$ cat config.mk
export PLATFORM = sky130hd
export DESIGN_NAME = exs_sequencer
export DESIGN_NICKNAME = d
export VERILOG_FILES = /design/src/exs_pkg.sv /design/src/exs_sequencer.sv
export SDC_FILE = /design/constraint.sdc
export NUM_CORES = 1
export LEC_CHECK = 0
export BUFFER_PORTS_ARGS = -buffer_cell sky130_fd_sc_hd__buf_2
export CORE_MARGIN = 2
export CORE_UTILIZATION = 50
export CTS_CLUSTER_SIZE = 8
export DETAILED_ROUTE_END_ITERATION = 8
export HOLD_SLACK_MARGIN = 0.15
export PLACE_DENSITY = 0.76
export SYNTH_ARGS = -nofsm -noshare
export SYNTH_HDL_FRONTEND = slang
export SYNTH_SLANG_ARGS = --single-unit
export TNS_END_PERCENT = 1
$ cat constraint.sdc
create_clock -name mclk_in -period 2.3 [get_ports mclk_in]
set_input_delay 0.115 -clock mclk_in [delete_from_list [all_inputs] [get_ports mclk_in]]
set_output_delay 0.115 -clock mclk_in [all_outputs]
set_load 0.005 [all_outputs]
$ cat src/exs_pkg.sv
// Purpose: constants for the exception sequencer
// Assumes: 32-bit core bus, word-indexed register port
// Notes:   status word bit positions follow the core's layout
`default_nettype none
package exs_pkg;
    // -----------------------------------------------------------------
    // status word fields
    // -----------------------------------------------------------------
    localparam int SW_T_BIT   = 15;
    localparam int SW_S_BIT   = 13;
    localparam int SW_M_BIT   = 12;
    localparam int SW_I_LSB   = 8;
    localparam logic [15:0] SW_RESET = 16'h2700;

    // -----------------------------------------------------------------
    // register port indices
    // -----------------------------------------------------------------
    localparam logic [2:0] REG_TBASE  = 3'h0;
    localparam logic [2:0] REG_SSP    = 3'h1;
    localparam logic [2:0] REG_USP    = 3'h2;
    localparam logic [2:0] REG_STATUS = 3'h3;
    localparam logic [2:0] REG_STATE  = 3'h4;

    // -----------------------------------------------------------------
    // vectors, frame and fault codes
    // -----------------------------------------------------------------
    localparam logic [7:0] VEC_INIT_PC = 8'h01;
    localparam logic [7:0] VEC_ACCESS  = 8'h02;
    localparam logic [7:0] VEC_ADDRESS = 8'h03;
    localparam logic [7:0] VEC_TRACE   = 8'h09;
    localparam logic [7:0] VEC_DEBUG   = 8'h0C;
    localparam logic [7:0] VEC_SPUR    = 8'h18;
    localparam logic [7:0] VEC_TRAP_LO = 8'h20;
    localparam logic [7:0] VEC_TRAP_HI = 8'h2F;
    localparam logic [7:0] VEC_DEV_LO  = 8'h40;
    localparam logic [3:0] FMT_BASE    = 4'h4;
    localparam logic [3:0] FS_IFETCH   = 4'h4;
    localparam logic [3:0] FS_OWRITE   = 4'h8;
    localparam logic [3:0] FS_WPROT    = 4'h9;
    localparam logic [3:0] FS_OREAD    = 4'hC;
    localparam logic [3:0] FS_NONE     = 4'h0;
    localparam logic [31:0] FRAME_LEN  = 32'h0000_0008;
    localparam logic [31:0] LONG_LEN   = 32'h0000_0004;
    localparam int TBASE_LSB = 20;
    localparam logic [31:0] INTERRUPT_ACKNOWLEDGE_CYCLE_BASE  = 32'hFFFF_FFE0;

    typedef enum logic [2:0] {
        EXS_IDLE, EXS_SAVE, EXS_INTERRUPT_ACKNOWLEDGE_CYCLE, EXS_PUSH_PC,
        EXS_PUSH_FV, EXS_VFETCH, EXS_HANDLER
    } exs_state_e;
endpackage : exs_pkg
`default_nettype wire

$ cat src/exs_sequencer.sv
// Purpose: exception sequencer: save status, find vector, push frame,
//          fetch the handler address and start the handler fetch
// Assumes: single core clock; core bus slave never errors here
// Notes:   one core bus request at a time, held until acknowledged
`timescale 1ns/1ns
`default_nettype none
module exs_sequencer
    import exs_pkg::*;
(
    input  wire logic        mclk_in,
    input  wire logic        nrst_in,
    // exception request from the pipeline
    input  wire logic        exc_req_in,
    input  wire logic        exc_irq_in,
    input  wire logic [7:0]  exc_vec_in,
    input  wire logic [2:0]  exc_level_in,
    input  wire logic [3:0]  exc_fs_in,
    input  wire logic [31:0] exc_pc_in,
    input  wire logic [31:0] exc_next_pc_in,
    input  wire logic        first_instr_done_in,
    output logic             busy_out,
    output logic             fetch_req_out,
    output logic [31:0]      fetch_addr_out,
    output logic             irq_inhibit_out,
    output logic [15:0]      status_word_out,
    // core bus master
    output logic             bus_req_out,
    output logic             bus_we_out,
    output logic             bus_interrupt_acknowledge_cycle_out,
    output logic [31:0]      bus_addr_out,
    output logic [31:0]      bus_wdata_out,
    input  wire logic        bus_ack_in,
    input  wire logic [31:0] bus_rdata_in,
    // register port
    input  wire logic [2:0]  reg_addr_in,
    input  wire logic [31:0] reg_wdata_in,
    input  wire logic        reg_wr_in,
    input  wire logic        reg_rd_in,
    output logic [31:0]      reg_rdata_out
);
    // -----------------------------------------------------------------
    // state
    // -----------------------------------------------------------------
    typedef struct packed {
        exs_state_e  st;
        logic [15:0] sw;
        logic [15:0] sw_copy;
        logic [31:0] supervisor_stack_pointer;
        logic [31:0] usp;
        logic [11:0] tbase;
        logic [7:0]  vec;
        logic [3:0]  fs;
        logic        irq;
        logic [2:0]  level;
        logic [31:0] pc;
        logic [3:0]  fmt;
        logic        breq;
        logic        bwe;
        logic        biack;
        logic [31:0] baddr;
        logic [31:0] bwdata;
        logic        freq;
        logic [31:0] faddr;
        logic        inhibit;
        logic [31:0] rdata;
    } exs_state_s;

    exs_state_s r_reg;
    exs_state_s r_next;

    // traps stack next
    // stacked PC is next for trace, debug, spurious, traps, peripherals
    function automatic logic next_type(input logic [7:0] v);
        next_type = (v == VEC_TRACE) || (v == VEC_DEBUG)
                 || (v == VEC_SPUR) || (v >= VEC_DEV_LO)
                 || ((v >= VEC_TRAP_LO) && (v <= VEC_TRAP_HI));
    endfunction : next_type

    // defined fault codes
    // keep only defined fault codes for access and address errors
    function automatic logic [3:0] fs_code(input logic [7:0] v,
                                           input logic [3:0] f);
        fs_code = FS_NONE;
        if ((v == VEC_ACCESS) || (v == VEC_ADDRESS)) begin
            if ((f == FS_IFETCH) || (f == FS_OWRITE)
                || (f == FS_WPROT) || (f == FS_OREAD)) begin
                fs_code = f;
            end
        end
    endfunction : fs_code

    // -----------------------------------------------------------------
    // next state
    // -----------------------------------------------------------------
    always_comb begin
        r_next       = r_reg;
        r_next.freq  = 1'b0;
        // register writes from software
        if (reg_wr_in) begin
            if (reg_addr_in == REG_TBASE) begin
                r_next.tbase = reg_wdata_in[31:TBASE_LSB];
            end else if (reg_addr_in == REG_SSP) begin
                r_next.supervisor_stack_pointer = reg_wdata_in;
            end else if (reg_addr_in == REG_USP) begin
                r_next.usp = reg_wdata_in;
            end else if (reg_addr_in == REG_STATUS) begin
                r_next.sw = reg_wdata_in[15:0];
            end
        end
        // register reads, data valid next cycle
        r_next.rdata = 32'h0000_0000;
        if (reg_rd_in) begin
            if (reg_addr_in == REG_TBASE) begin
                r_next.rdata = {r_reg.tbase, 20'h00000};
            end else if (reg_addr_in == REG_SSP) begin
                r_next.rdata = r_reg.supervisor_stack_pointer;
            end else if (reg_addr_in == REG_USP) begin
                r_next.rdata = r_reg.usp;
            end else if (reg_addr_in == REG_STATUS) begin
                r_next.rdata = {16'h0000, r_reg.sw};
            end else if (reg_addr_in == REG_STATE) begin
                r_next.rdata = {20'h00000, r_reg.vec,
                                r_reg.inhibit, r_reg.st};
            end
        end
        // inhibit until first handler instruction ends
        if (first_instr_done_in) begin
            r_next.inhibit = 1'b0;
        end
        case (r_reg.st)
            EXS_IDLE: begin
                // vectors 0 and 1 never stacked except for interrupts
                if (exc_req_in
                    && (exc_irq_in || (exc_vec_in > VEC_INIT_PC))) begin
                    r_next.st    = EXS_SAVE;
                    r_next.irq   = exc_irq_in;
                    r_next.level = exc_level_in;
                    r_next.vec   = exc_vec_in;
                    r_next.fs    = exc_irq_in ? FS_NONE
                                 : fs_code(exc_vec_in, exc_fs_in);
                    r_next.pc    = (exc_irq_in || next_type(exc_vec_in))
                                 ? exc_next_pc_in : exc_pc_in;
                end
            end
            EXS_SAVE: begin
                r_next.sw_copy         = r_reg.sw;
                r_next.sw[SW_S_BIT]    = 1'b1;
                r_next.sw[SW_T_BIT]    = 1'b0;
                // format from stack pointer low bits
                r_next.fmt = FMT_BASE | {2'b00, r_reg.supervisor_stack_pointer[1:0]};
                if (r_reg.irq) begin
                    r_next.sw[SW_M_BIT]            = 1'b0;
                    r_next.sw[SW_I_LSB+2:SW_I_LSB] = r_reg.level;
                    r_next.st     = EXS_INTERRUPT_ACKNOWLEDGE_CYCLE;
                    r_next.breq   = 1'b1;
                    r_next.bwe    = 1'b0;
                    r_next.biack  = 1'b1;
                    r_next.baddr  = INTERRUPT_ACKNOWLEDGE_CYCLE_BASE
                                  | {27'h0, r_reg.level, 2'b00};
                end else begin
                    r_next.st     = EXS_PUSH_PC;
                    r_next.breq   = 1'b1;
                    r_next.bwe    = 1'b1;
                    r_next.biack  = 1'b0;
                    r_next.baddr  = {r_reg.supervisor_stack_pointer[31:2], 2'b00} - LONG_LEN;
                    r_next.bwdata = r_reg.pc;
                end
            end
            EXS_INTERRUPT_ACKNOWLEDGE_CYCLE: begin
                if (bus_ack_in) begin
                    r_next.vec    = bus_rdata_in[7:0];
                    r_next.st     = EXS_PUSH_PC;
                    r_next.bwe    = 1'b1;
                    r_next.biack  = 1'b0;
                    r_next.baddr  = {r_reg.supervisor_stack_pointer[31:2], 2'b00} - LONG_LEN;
                    r_next.bwdata = r_reg.pc;
                end
            end
            EXS_PUSH_PC: begin
                if (bus_ack_in) begin
                    r_next.st     = EXS_PUSH_FV;
                    r_next.baddr  = r_reg.baddr - LONG_LEN;
                    r_next.bwdata = {r_reg.fmt, r_reg.fs[3:2],
                                     r_reg.vec, r_reg.fs[1:0],
                                     r_reg.sw_copy};
                end
            end
            EXS_PUSH_FV: begin
                if (bus_ack_in) begin
                    r_next.supervisor_stack_pointer   = r_reg.baddr;
                    // vector read at base plus 4*vector
                    r_next.st    = EXS_VFETCH;
                    r_next.bwe   = 1'b0;
                    r_next.baddr = {r_reg.tbase, 10'h000,
                                    r_reg.vec, 2'b00};
                end
            end
            EXS_VFETCH: begin
                if (bus_ack_in) begin
                    r_next.breq = 1'b0;
                    if (bus_rdata_in[0]) begin
                        r_next.st  = EXS_SAVE;
                        r_next.irq = 1'b0;
                        r_next.vec = VEC_ADDRESS;
                        r_next.fs  = FS_NONE;
                    end else begin
                        r_next.st    = EXS_HANDLER;
                        r_next.faddr = bus_rdata_in;
                    end
                end
            end
            EXS_HANDLER: begin
                r_next.freq    = 1'b1;
                r_next.inhibit = 1'b1;
                r_next.st      = EXS_IDLE;
            end
            default: begin
                r_next.st = EXS_IDLE;
            end
        endcase
    end

    // -----------------------------------------------------------------
    // state register
    // -----------------------------------------------------------------
    always_ff @(posedge mclk_in or negedge nrst_in) begin
        if (!nrst_in) begin
            r_reg    <= '0;
            r_reg.st <= EXS_IDLE;
            r_reg.sw <= SW_RESET;
        end else begin
            r_reg <= r_next;
        end
    end

    // -----------------------------------------------------------------
    // outputs
    // -----------------------------------------------------------------
    assign busy_out        = (r_reg.st != EXS_IDLE);
    assign fetch_req_out   = r_reg.freq;
    assign fetch_addr_out  = r_reg.faddr;
    assign irq_inhibit_out = r_reg.inhibit;
    assign status_word_out = r_reg.sw;
    assign bus_req_out     = r_reg.breq;
    assign bus_we_out      = r_reg.bwe;
    assign bus_interrupt_acknowledge_cycle_out    = r_reg.biack;
    assign bus_addr_out    = r_reg.baddr;
    assign bus_wdata_out   = r_reg.bwdata;
    assign reg_rdata_out   = r_reg.rdata;

    // -----------------------------------------------------------------
    // checks
    // -----------------------------------------------------------------
    property p_sup_entry;
        @(posedge mclk_in) disable iff (!nrst_in)
        (r_reg.st == EXS_SAVE) |=>
            r_reg.sw[SW_S_BIT] && !r_reg.sw[SW_T_BIT]
            && (r_reg.sw_copy == $past(r_reg.sw));
    endproperty
    a_sup_entry: assert property (p_sup_entry)
        else $error("supervisor entry wrong");

    property p_irq_mask;
        @(posedge mclk_in) disable iff (!nrst_in)
        (r_reg.st == EXS_SAVE && r_reg.irq) |=>
            !r_reg.sw[SW_M_BIT]
            && r_reg.sw[SW_I_LSB+2:SW_I_LSB] == $past(r_reg.level);
    endproperty
    a_irq_mask: assert property (p_irq_mask)
        else $error("interrupt mask not loaded");

    property p_no_interrupt_acknowledge_cycle_fault;
        @(posedge mclk_in) disable iff (!nrst_in)
        (r_reg.st == EXS_SAVE && !r_reg.irq) |=>
            !bus_interrupt_acknowledge_cycle_out && bus_we_out;
    endproperty
    a_no_interrupt_acknowledge_cycle_fault: assert property (p_no_interrupt_acknowledge_cycle_fault)
        else $error("fault ran acknowledge cycle");

    property p_aligned;
        @(posedge mclk_in) disable iff (!nrst_in)
        (bus_req_out && bus_we_out) |-> bus_addr_out[1:0] == 2'b00;
    endproperty
    a_aligned: assert property (p_aligned)
        else $error("frame write not aligned");

    property p_fmt;
        @(posedge mclk_in) disable iff (!nrst_in)
        (r_reg.st == EXS_PUSH_FV && bus_req_out) |->
            bus_wdata_out[31:28] == (FMT_BASE | {2'b00, r_reg.supervisor_stack_pointer[1:0]});
    endproperty
    a_fmt: assert property (p_fmt)
        else $error("format field wrong");

    property p_fs_zero;
        @(posedge mclk_in) disable iff (!nrst_in)
        (r_reg.st == EXS_PUSH_FV && r_reg.vec != VEC_ACCESS
         && r_reg.vec != VEC_ADDRESS) |->
            {bus_wdata_out[27:26], bus_wdata_out[17:16]} == 4'h0;
    endproperty
    a_fs_zero: assert property (p_fs_zero)
        else $error("fault status not zero");

    property p_vec_addr;
        @(posedge mclk_in) disable iff (!nrst_in)
        (r_reg.st == EXS_VFETCH) |->
            bus_addr_out == {r_reg.tbase, 10'h000, r_reg.vec, 2'b00};
    endproperty
    a_vec_addr: assert property (p_vec_addr)
        else $error("vector address wrong");

    property p_sp_end;
        @(posedge mclk_in) disable iff (!nrst_in)
        (r_reg.st == EXS_PUSH_FV && bus_ack_in) |=>
            r_reg.supervisor_stack_pointer == ({$past(r_reg.supervisor_stack_pointer[31:2]), 2'b00} - FRAME_LEN);
    endproperty
    a_sp_end: assert property (p_sp_end)
        else $error("stack pointer not at frame");

    property p_inhibit;
        @(posedge mclk_in) disable iff (!nrst_in)
        fetch_req_out |-> irq_inhibit_out;
    endproperty
    a_inhibit: assert property (p_inhibit)
        else $error("interrupts not inhibited");

    property p_done;
        @(posedge mclk_in) disable iff (!nrst_in)
        (r_reg.st == EXS_HANDLER) |=> fetch_req_out && !busy_out;
    endproperty
    a_done: assert property (p_done)
        else $error("handler fetch not issued");

    property p_no_reset_vec;
        @(posedge mclk_in) disable iff (!nrst_in)
        (r_reg.st == EXS_IDLE && exc_req_in && !exc_irq_in
         && exc_vec_in <= VEC_INIT_PC) |=> !busy_out;
    endproperty
    a_no_reset_vec: assert property (p_no_reset_vec)
        else $error("reset vector taken as exception");
endmodule : exs_sequencer
`default_nettype wire

Word-level counts from Yosys, hierarchy flattened
Index checks and enable logic that the tools add are counted.

Order comparisons: 4. Equality and inequality tests: 29. Bitwise gates (word level): 4. Add/subtract/negate cells: 2. Reduce and logical (&&, ||, !) cells: 39. Mux-type cells: 56.

Operators by type and width (number): $mux 32 (12); $mux 64 (2); $pmux 32 s4 (1); $mux 16 (6); $pmux 32 s3 (1); $mux 76 (1); $mux 66 (1); $sub 32x3->32 const B (2); $mux 48 (1); $mux 34 (1); $mux 13 (2); $mux 12 (2); $mux 3 (8); $pmux 8 s3 (1); $reduce_and 5->1 (4); $pmux 3 s6 (1); $eq 8x2->1 const B (2); $eq 8x4->1 const B (2); $reduce_and 4->1 (4); $ne 2x2->1 const B (7); $eq 3x2->1 const B (4); $eq 3x3->1 const B (4); $eq 4x4->1 const B (3); $mux 4 (3); 23 further kinds (59).

Input port bits: 154. Word-level logic and storage cells: 157. Flip-flop bits (word level): 294.

Logic depth before layout (Yosys ltp)
Gate-level depths: netlist of run 1.

Depth after elaboration: 9. Mapped depth: 9.

Worst setup path after synthesis of run 1
Ideal clock, no wire load.

Kind: register to register. Start: register r_reg, in the netlist bus_addr_out[22]. End: register r_reg, in the netlist bus_addr_out[29]. Required time: 2236 ps. Buffers on the path: 0. Setup slack: -192 ps. Library setup time: 64 ps. Stages on the path, launching flop included: 7. Data arrival time: 2429 ps. Cells stage by stage: dfrtp_1 or4_4 or4_4 or3_4 or4_1 o22ai_1 o32a_2.

Cells in the longest elaborated chain, start to end: 3.

RTL lines: start, declared (line exs_sequencer.sv:68) `exs_state_s r_reg;`; start signal, assigned (line exs_sequencer.sv:232) `r_reg <= r_next;`; $sub 32x3->32 (line exs_sequencer.sv:182) `r_next.baddr = r_reg.baddr - LONG_LEN;`; $mux 64 (line exs_sequencer.sv:180) `if (bus_ack_in) begin`; $pmux 32 s4 (line exs_sequencer.sv:130) `case (r_reg.st)`.

Every way passes these cells. The select of a mux whose other input is x is not followed. A chain may end at the register's enable or synchronous reset.

Worst setup path after layout of run 1
Same ends and word-level chain as after synthesis.

==> run metrics, run 1 <==
initial core utilization 0.5104; Clock Skew 0.02165 ns; Setup WS pre-CTS -0.3289 ns; violated checks negative setup slack; I/O Buffers 300; critical path type flip-flop to flip-flop; RSZ-0062 raised after global routing yes; clock tree buffer depth 3; Final Hold Fails 0; Async SR Flop Fraction 1.000; Setup crit start kind flip-flop; largest net degree at the start of global routing 69; H-tree depth 2; Via density 5.820; top_reg_cell synth dfrtp_1; Cells after Synth 1570; sequential area share after synthesis 0.4808; count of non-filler cells in the finished layout 2375; share of layout cells above drive strength 1 0.3295; CTS clk-pin slew, worst paths 0.06 ns; Max-slew headroom 0.5886; register bit total from synthesis 292; initial drt markers 1365; first-pass GRT wire length 77.25 mm; Post-Route WL 50.34 mm; height of the die 178.4 um; drt wl/cell 21.20 um; Netlist cell types 70; Residual DRC 0; via count 13820; Sink Count 292; Final Slew Violations 0; period utilisation layout 1.091; Initial DRT Pass Iterations 8; worst-path fanout max 4; max cap viols 0; cell total after placement 2158; Worst Hold Class input pin to async pin; Cell Pwr Density 1315 nW/um^2; GR Util All Layers 0.3127; CTS tree done; RD Place Congestion 0.9395; crit path DAT 2.97 ns; final setup fails 12; Core Region 29800 sq um; # nets final 2119; Worst Tran Pin Value 0.6171 ns; run status finished with violations; number of global-route vias before repair 14060; GRT overflow 0; number of nets with antenna violations after routing 0; latest clock arrival within the worst-skew pair 0.54 ns; initial antenna violation count 2; Rows 63; commonest non-fill, non-tap cell in the layout buf_2; die footprint 31820 sq um; synthesized cell area 15210 sq um; Die Wd 178.4 um; I/O pins 304; Setup crit end kind flip-flop; Final HPWL DP 33.45 mm; Ys Warns 0; Syn Area/Cell 9.686 sq um; final worst slack -0.2098 ns; number of synthesized flops with an enable pin 0; Synth-to-Final Area Change 30.78%; Worst EP required 2.76 ns; Root Buffer Master clkbuf_16; Achievable Freq 398.4 MHz; Largest register FFs 146; most frequent cells in the layout buf_2, dfrtp_1, nand2_1; Num CTS Buffers 42; Leakage 9.051 nW; fin crit period 2.510 ns; Max VDD drop 0.0007513 V
[layer usage]
metal / GRT usage / vias up / wire (um)
met4: 0.1301 / 0 / 2087
li1: - / 6145 / -
met5: 0 / - / 0
met1: 0.3977 / 6781 / 19830
met3: 0.06564 / 166 / 4212
met2: 0.5195 / 731 / 24210
[worst max-delay path: stages (launching register included)]
cell	delay (ns)
dfrtp_1	0.38
or4_4	0.54
or4_4	0.47
or3_4	0.37
or4_1	0.41
o22ai_1	0.13
o32a_2	0.15
[through the flow]
stage,hold slack (ns),util,area [sq um],TNS (ns),power [mW]
floorplan,-0.1806,-,15210,-0.7447,15.53
global placement,0.1292,0.5708,17010,-1.785,19.24
detailed placement,0.1337,0.5708,17010,-2.339,19.51
CTS,0.1631,0.6644,19800,-1.411,25.70
global route,0.2090,0.6674,19890,-2.422,27.57
finish,0.1642,0.6675,19890,-1.258,26.15
[final timing paths]
path / from / end / slack [ns] / cells past startpoint
min reg2reg: r_reg[135]$_DFFE_PN0P_ / r_reg[135]$_DFFE_PN0P_ / 0.47 / 1
max: bus_addr_out[22]$_DFFE_PN0P_ / bus_addr_out[29]$_DFFE_PN0P_ / -0.21 / 6
max reg2reg: bus_addr_out[22]$_DFFE_PN0P_ / bus_addr_out[29]$_DFFE_PN0P_ / -0.21 / 6
max in group asynchronous: nrst_in / fetch_addr_out[18]$_DFFE_PN0P_ / 1.22 / 3
min: nrst_in / reg_rdata_out[30]$_DFF_PN0_ / 0.16 / 2
min in group mclk_in: reg_addr_in[1] / reg_rdata_out[12]$_DFF_PN0_ / 0.19 / 4
[layout make-up]
| class | instances | area [sq um] |
|---|---|---|
| Timing Repair Buffer | 589 | 4198 |
| Sequential cell | 292 | 7312 |
| Fill cell | 2213 | 9908 |
| Clock inverter | 3 | 62.56 |
| Tap cell | 390 | 488.0 |
| Clock buffer | 60 | 1140 |
| Multi-Input combinational cell | 1027 | 6639 |
| Inverter | 11 | 41.29 |
| Antenna cell | 3 | 7.507 |
[Yosys cell counts, types with 3 or more instances]
master,n,share of area
dfrtp_1,288,0.47
nand2_1,216,0.053
nor2_1,147,0.036
buf_4,144,0.071
mux2_2,122,0.090
clkbuf_1,91,0.022
o21ai_0,87,0.029
a31oi_1,70,0.029
a21oi_1,55,0.018
mux2i_1,51,0.034
a22oi_1,27,0.013
nor3_1,25,0.0082
and2_1,21,0.0086
xor2_1,18,0.010
nor4_1,17,0.0070
xnor2_1,16,0.0092
nand3_1,13,0.0043
a211oi_1,12,0.0059
inv_1,11,0.0027
or3_1,9,0.0037
nand2b_1,8,0.0033
nor2b_1,8,0.0033
nor3b_1,8,0.0039
o211ai_1,7,0.0035
o31ai_1,7,0.0035
buf_1,6,0.0015
or4_1,6,0.0030
o22ai_1,5,0.0021
a21o_1,4,0.0020
a22o_1,4,0.0023
and3_1,4,0.0016
dfstp_2,4,0.0069
nand4_1,4,0.0016
a211o_1,3,0.0017
a221oi_1,3,0.0017
nand3b_1,3,0.0015
o221ai_1,3,0.0017
or2_2,3,0.0012
[power by group]
part / total [mW] / switching [mW] / internal, mW / leakage (nW)
sequential: 8.89 / 1.68 / 7.21 / 3.52
combinational: 11.5 / 6.29 / 5.16 / 4.95
clock: 5.80 / 2.29 / 3.51 / 0.578
[cells by family after synthesis]
logic type | count (synthesis) | synth area share
buffers and inverters | 253 | 0.09807
DFF | 292 | 0.4808
muxes | 173 | 0.1239
other | 1 | 0.0002466
AOI/OAI and AO/OA | 309 | 0.1260
and+or+nand+nor | 506 | 0.1497
adders and majority gates | 2 | 0.001645
xor gates and xnor gates | 34 | 0.01958
[repair_timing]
action | in CTS | in global routing
hold buffers | 150 | 0
endpoints found under the setup margin | 15 | 16
pin swaps | 5 | 10
endpoints found under the hold margin | 444 | 0
resized for setup | 17 | 17
setup buffers | 1 | 0
Note: power is estimated with default switching activity, not from simulation.
==> run 2: changes to the inputs <==
--- a/config.mk
+++ b/config.mk
@@ -5,13 +5,14 @@
 export SDC_FILE = /design/constraint.sdc
 export NUM_CORES = 1
 export LEC_CHECK = 0
+export ABC_AREA = 1
 export BUFFER_PORTS_ARGS = -buffer_cell sky130_fd_sc_hd__buf_2
 export CORE_MARGIN = 2
-export CORE_UTILIZATION = 50
+export CORE_UTILIZATION = 51
 export CTS_CLUSTER_SIZE = 8
 export DETAILED_ROUTE_END_ITERATION = 8
 export HOLD_SLACK_MARGIN = 0.15
-export PLACE_DENSITY = 0.76
+export PLACE_DENSITY = 0.77
 export SYNTH_ARGS = -nofsm -noshare
 export SYNTH_HDL_FRONTEND = slang
 export SYNTH_SLANG_ARGS = --single-unit
==> run 2 against run 1 <==
Against the previous run:
- the run still ends with negative setup slack left
- sequential share of layout area is 0.088 points lower
- first-iteration DRC count rose by 30%
- count of clock-buffer cells in the layout is 3 lower
- maximum frequency is 6.6% higher
- cell area increased by 0.24%
- area after synthesis up 4.3%
- synthesized cell count rose by 34%
- clock skew is 0.0078 ns higher
- setup slack improved by 0.16 ns
- flip-flop and latch count unchanged
- non-clock buffer count shrank 59
- critical path type unchanged
- largest power group unchanged
==> run metrics, run 2 <==
run status finished with violations (unchanged); violated checks negative setup slack (unchanged); Synth-to-Final Area Change 25.70% (was 30.78%); Achievable Freq 424.7 MHz (was 398.4 MHz); commonest non-fill, non-tap cell in the layout nand2_1 (was buf_2); mux contribution to synthesized area 0.01846 (was 0.1239); Worst path max stage delay 0.64 ns (was 0.54 ns); Die Wd 180.3 um (was 178.4 um); Leakage 10.03 nW (was 9.051 nW); Netlist cell types 40 (was 70); latest clock arrival within the worst-skew pair 0.55 ns (was 0.54 ns); fin crit period 2.354 ns (was 2.510 ns); number of global-route vias before repair 16460 (was 14060); Largest register FFs 146 (unchanged); largest family of logic cells by synthesized area simple AND/OR/NAND/NOR gates (unchanged); share of layout cells above drive strength 1 0.1967 (was 0.3295); Max-slew headroom 0.3746 (was 0.5886); Cell Pwr Density 1317 nW/um^2 (was 1315 nW/um^2); Setup WS pre-CTS 0.08680 ns (was -0.3289 ns); Setup crit start kind flip-flop (unchanged); Core Region 30590 sq um (was 29800 sq um); Worst Hold Class input pin to async pin (unchanged); ranking of synthesized cells by area dfrtp_1, nand2_1, buf_4, o21ai_0, nor2_1 (was dfrtp_1, mux2_2, buf_4, nand2_1, nor2_1); Ys Warns 0 (unchanged); # nets final 2607 (was 2119); via count 16360 (was 13820); Via density 5.711 (was 5.820); period utilisation layout 1.024 (was 1.091); Post-Route WL 59.24 mm (was 50.34 mm); Cells after Synth 2103 (was 1570); die footprint 32520 sq um (was 31820 sq um); Net Sw Frac 0.4266 (was 0.3924); largest net degree at the start of global routing 71 (was 69); crit path DAT 2.82 ns (was 2.97 ns); H-tree depth 2 (unchanged); Residual DRC 0 (unchanged); first-pass GRT wire length 91.81 mm (was 77.25 mm); Worst EP required 2.77 ns (was 2.76 ns); top-count cell post-synth nand2_1 (was dfrtp_1); Final HPWL DP 40.38 mm (was 33.45 mm); initial core utilization 0.5184 (was 0.5104); initial antenna violation count 2 (unchanged); register bit total from synthesis 292 (unchanged); Int Power 15.06 mW (was 15.89 mW); clock tree buffer depth 3 (unchanged); top post-synthesis cells by count nand2_1, dfrtp_1, nor2_1 (was dfrtp_1, nand2_1, nor2_1); worst-path fanout max 14 (was 4); height of the die 180.3 um (was 178.4 um); Async SR Flop Fraction 1.000 (unchanged); drt wl/cell 20.69 um (was 21.20 um); sequential area share after synthesis 0.4611 (was 0.4808); Setup crit end kind flip-flop (unchanged); crit path buf inv count 2 (was 0); final setup fails 2 (was 12); Final Hold Fails 0 (unchanged); R2R depth 7 (was 6); NetSw 11.20 mW (was 10.26 mW); I/O pins 304 (unchanged); final core utilization 0.6517 (was 0.6675); count of non-filler cells in the finished layout 2864 (was 2375); Comb pwr share 0.440 (was 0.438); Syn Area/Cell 7.541 sq um (was 9.686 sq um); Post-Synth Adder-Cell Area 0.001578 (was 0.001646); xor-xnor portion of the synthesized cell area 0.007732 (was 0.01958); Slowest cell on crit path dlygate4sd3_1 (was or4_4); Initial DRT Pass Iterations 8 (unchanged); number of nets with antenna violations after routing 0 (unchanged); Rows 64 (was 63); Critical Path Stages 7 (was 6); Synth top area share 0.4544 (was 0.4739); critical path type flip-flop to flip-flop (unchanged); synthesized cell area 15860 sq um (was 15210 sq um); RSZ-0062 raised after global routing yes (unchanged); GR Util All Layers 0.3579 (was 0.3127); RD Place Congestion 0.9834 (was 0.9395); max cap viols 0 (unchanged); GRT overflow 0 (unchanged); Final Slew Violations 0 (unchanged); CP delay by family, top buffers and inverters (was simple AND/OR/NAND/NOR gates); register share of total power 0.340 (about the same); final worst slack -0.05442 ns (was -0.2098 ns); Yosys top cell by area dfrtp_1 (unchanged); Root Buffer Master clkbuf_16 (unchanged); Post-Synth Simple-Gate Area 0.2314 (was 0.1497); most frequent cells in the layout nand2_1, buf_2, dfrtp_1 (was buf_2, dfrtp_1, nand2_1); compound-cell area share of the yosys netlist 0.1392 (was 0.1260); Worst Tran Pin Value 0.9370 ns (was 0.6171 ns); cell total after placement 2646 (was 2158); CTS clk-pin slew, worst paths 0.05 ns (was 0.06 ns); number of synthesized flops with an enable pin 0 (unchanged); Sink Count 292 (unchanged); I/O Buffers 300 (unchanged); Clock Skew 0.02946 ns (was 0.02165 ns); top_reg_cell synth dfrtp_1 (unchanged); Num CTS Buffers 42 (unchanged); Clk pwr share 0.219 (was 0.222); Max VDD drop 0.0006673 V (was 0.0007513 V); CTS tree done (unchanged); initial drt markers 1770 (was 1365); sequence of cells on the critical path nor2_1 > nand2_2 > nor2_4 > buf_4 > nand2_1 > o21ai_0 > dlygate4sd3_1 (was or4_4 > or4_4 > or3_4 > or4_1 > o22ai_1 > o32a_2)
-- run 2: cell count changes after synthesis, sizes merged, moves of 51 or more --
| cell | before | now |
|---|---|---|
| nand2 | 216 | 556 |
| inv | 11 | 209 |
| o21ai | 88 | 223 |
| nor2 | 147 | 246 |
| mux2 | 122 | 26 |
| nand3 | 13 | 90 |
| a21oi | 55 | 108 |
| mux2i | 51 | 0 |
-- run 2: repair_timing --
item                       CTS  global route
gates resized for setup      0            12
buffers inserted             0             2
hold endpoints to repair   458             0
hold buffers               155             0
setup endpoints to repair    0            45
-- run 2: final cells by class --
class | instances | area [sq um]
clock buffer | 57 | 1139
inverter | 213 | 799.5
fill | 2449 | 10650
sequential | 292 | 7312
multi-input combinational | 1372 | 6380
clock inverter | 2 | 50.05
tap | 396 | 495.5
timing repair buffer | 530 | 3755
antenna | 2 | 5.005
-- run 2: per-layer routing --
| metal | track usage | routed length [um] |
|---|---|---|
| met2 | 0.5766 | 27470 |
| met1 | 0.4537 | 22270 |
| met3 | 0.06973 | 5811 |
| met4 | 0.2010 | 3693 |
| met5 | 0 | 0 |
-- run 2: path summary, 6_finish.rpt --
check | slack (ns) | startpoint | end
setup / recovery | -0.05 | r_reg[293]$_DFFE_PN0P_ | r_reg[161]$_DFFE_PN0P_
hold / removal | 0.14 | nrst_in | r_reg[145]$_DFFE_PN0P_
setup reg to reg | -0.05 | r_reg[293]$_DFFE_PN0P_ | r_reg[161]$_DFFE_PN0P_
hold reg to reg | 0.47 | r_reg[135]$_DFFE_PN0P_ | r_reg[135]$_DFFE_PN0P_
max in group asynchronous | 1.28 | nrst_in | fetch_addr_out[23]$_DFFE_PN0P_
min in group mclk_in | 0.23 | reg_addr_in[2] | reg_rdata_out[28]$_DFF_PN0_
-- run 2: per-stage QoR --
step | hold slack, ns | setup TNS [ns] | area, sq um | total power, mW
finish | 0.1412 | -0.06983 | 19940 | 26.26
global route | 0.1940 | -0.5707 | 19930 | 27.81
CTS | 0.1616 | 0 | 19870 | 25.73
detailed placement | 0.1344 | 0 | 17130 | 19.38
global placement | 0.1179 | 0 | 17130 | 19.09
floorplan | -0.1806 | 0 | 15870 | 15.88
-- run 2: cells by family (layout without fill, tap and decap cells) --
| logic type | count (synthesis) | in the layout |
|---|---|---|
| simple gates | 917 | 917 |
| xor+xnor | 14 | 14 |
| fa+ha+maj | 2 | 2 |
| buf+inv | 441 | 802 |
| other cells | 1 | 5 |
| compound gates | 410 | 410 |
| mux | 26 | 26 |
| flops | 292 | 292 |
-- run 2: power groups by stage --
| stage | combinational, mW | clock (mW) | sequential [mW] |
|---|---|---|---|
| finish | 11.6 | 5.76 | 8.94 |
| detailed placement | 10.5 | 0 | 8.89 |
| global route | 12.7 | 6.00 | 9.12 |
| CTS | 11.1 | 5.76 | 8.83 |
| global placement | 10.3 | 0 | 8.83 |
| floorplan | 7.56 | 0 | 8.33 |
-- run 2: worst reg2reg max path: stages, from the launching register on --
cell	delay (ns)
dfrtp_1	0.49
nor2_1	0.22
nand2_2	0.16
nor2_4	0.20
buf_4	0.26
nand2_1	0.10
o21ai_0	0.22
dlygate4sd3_1	0.64
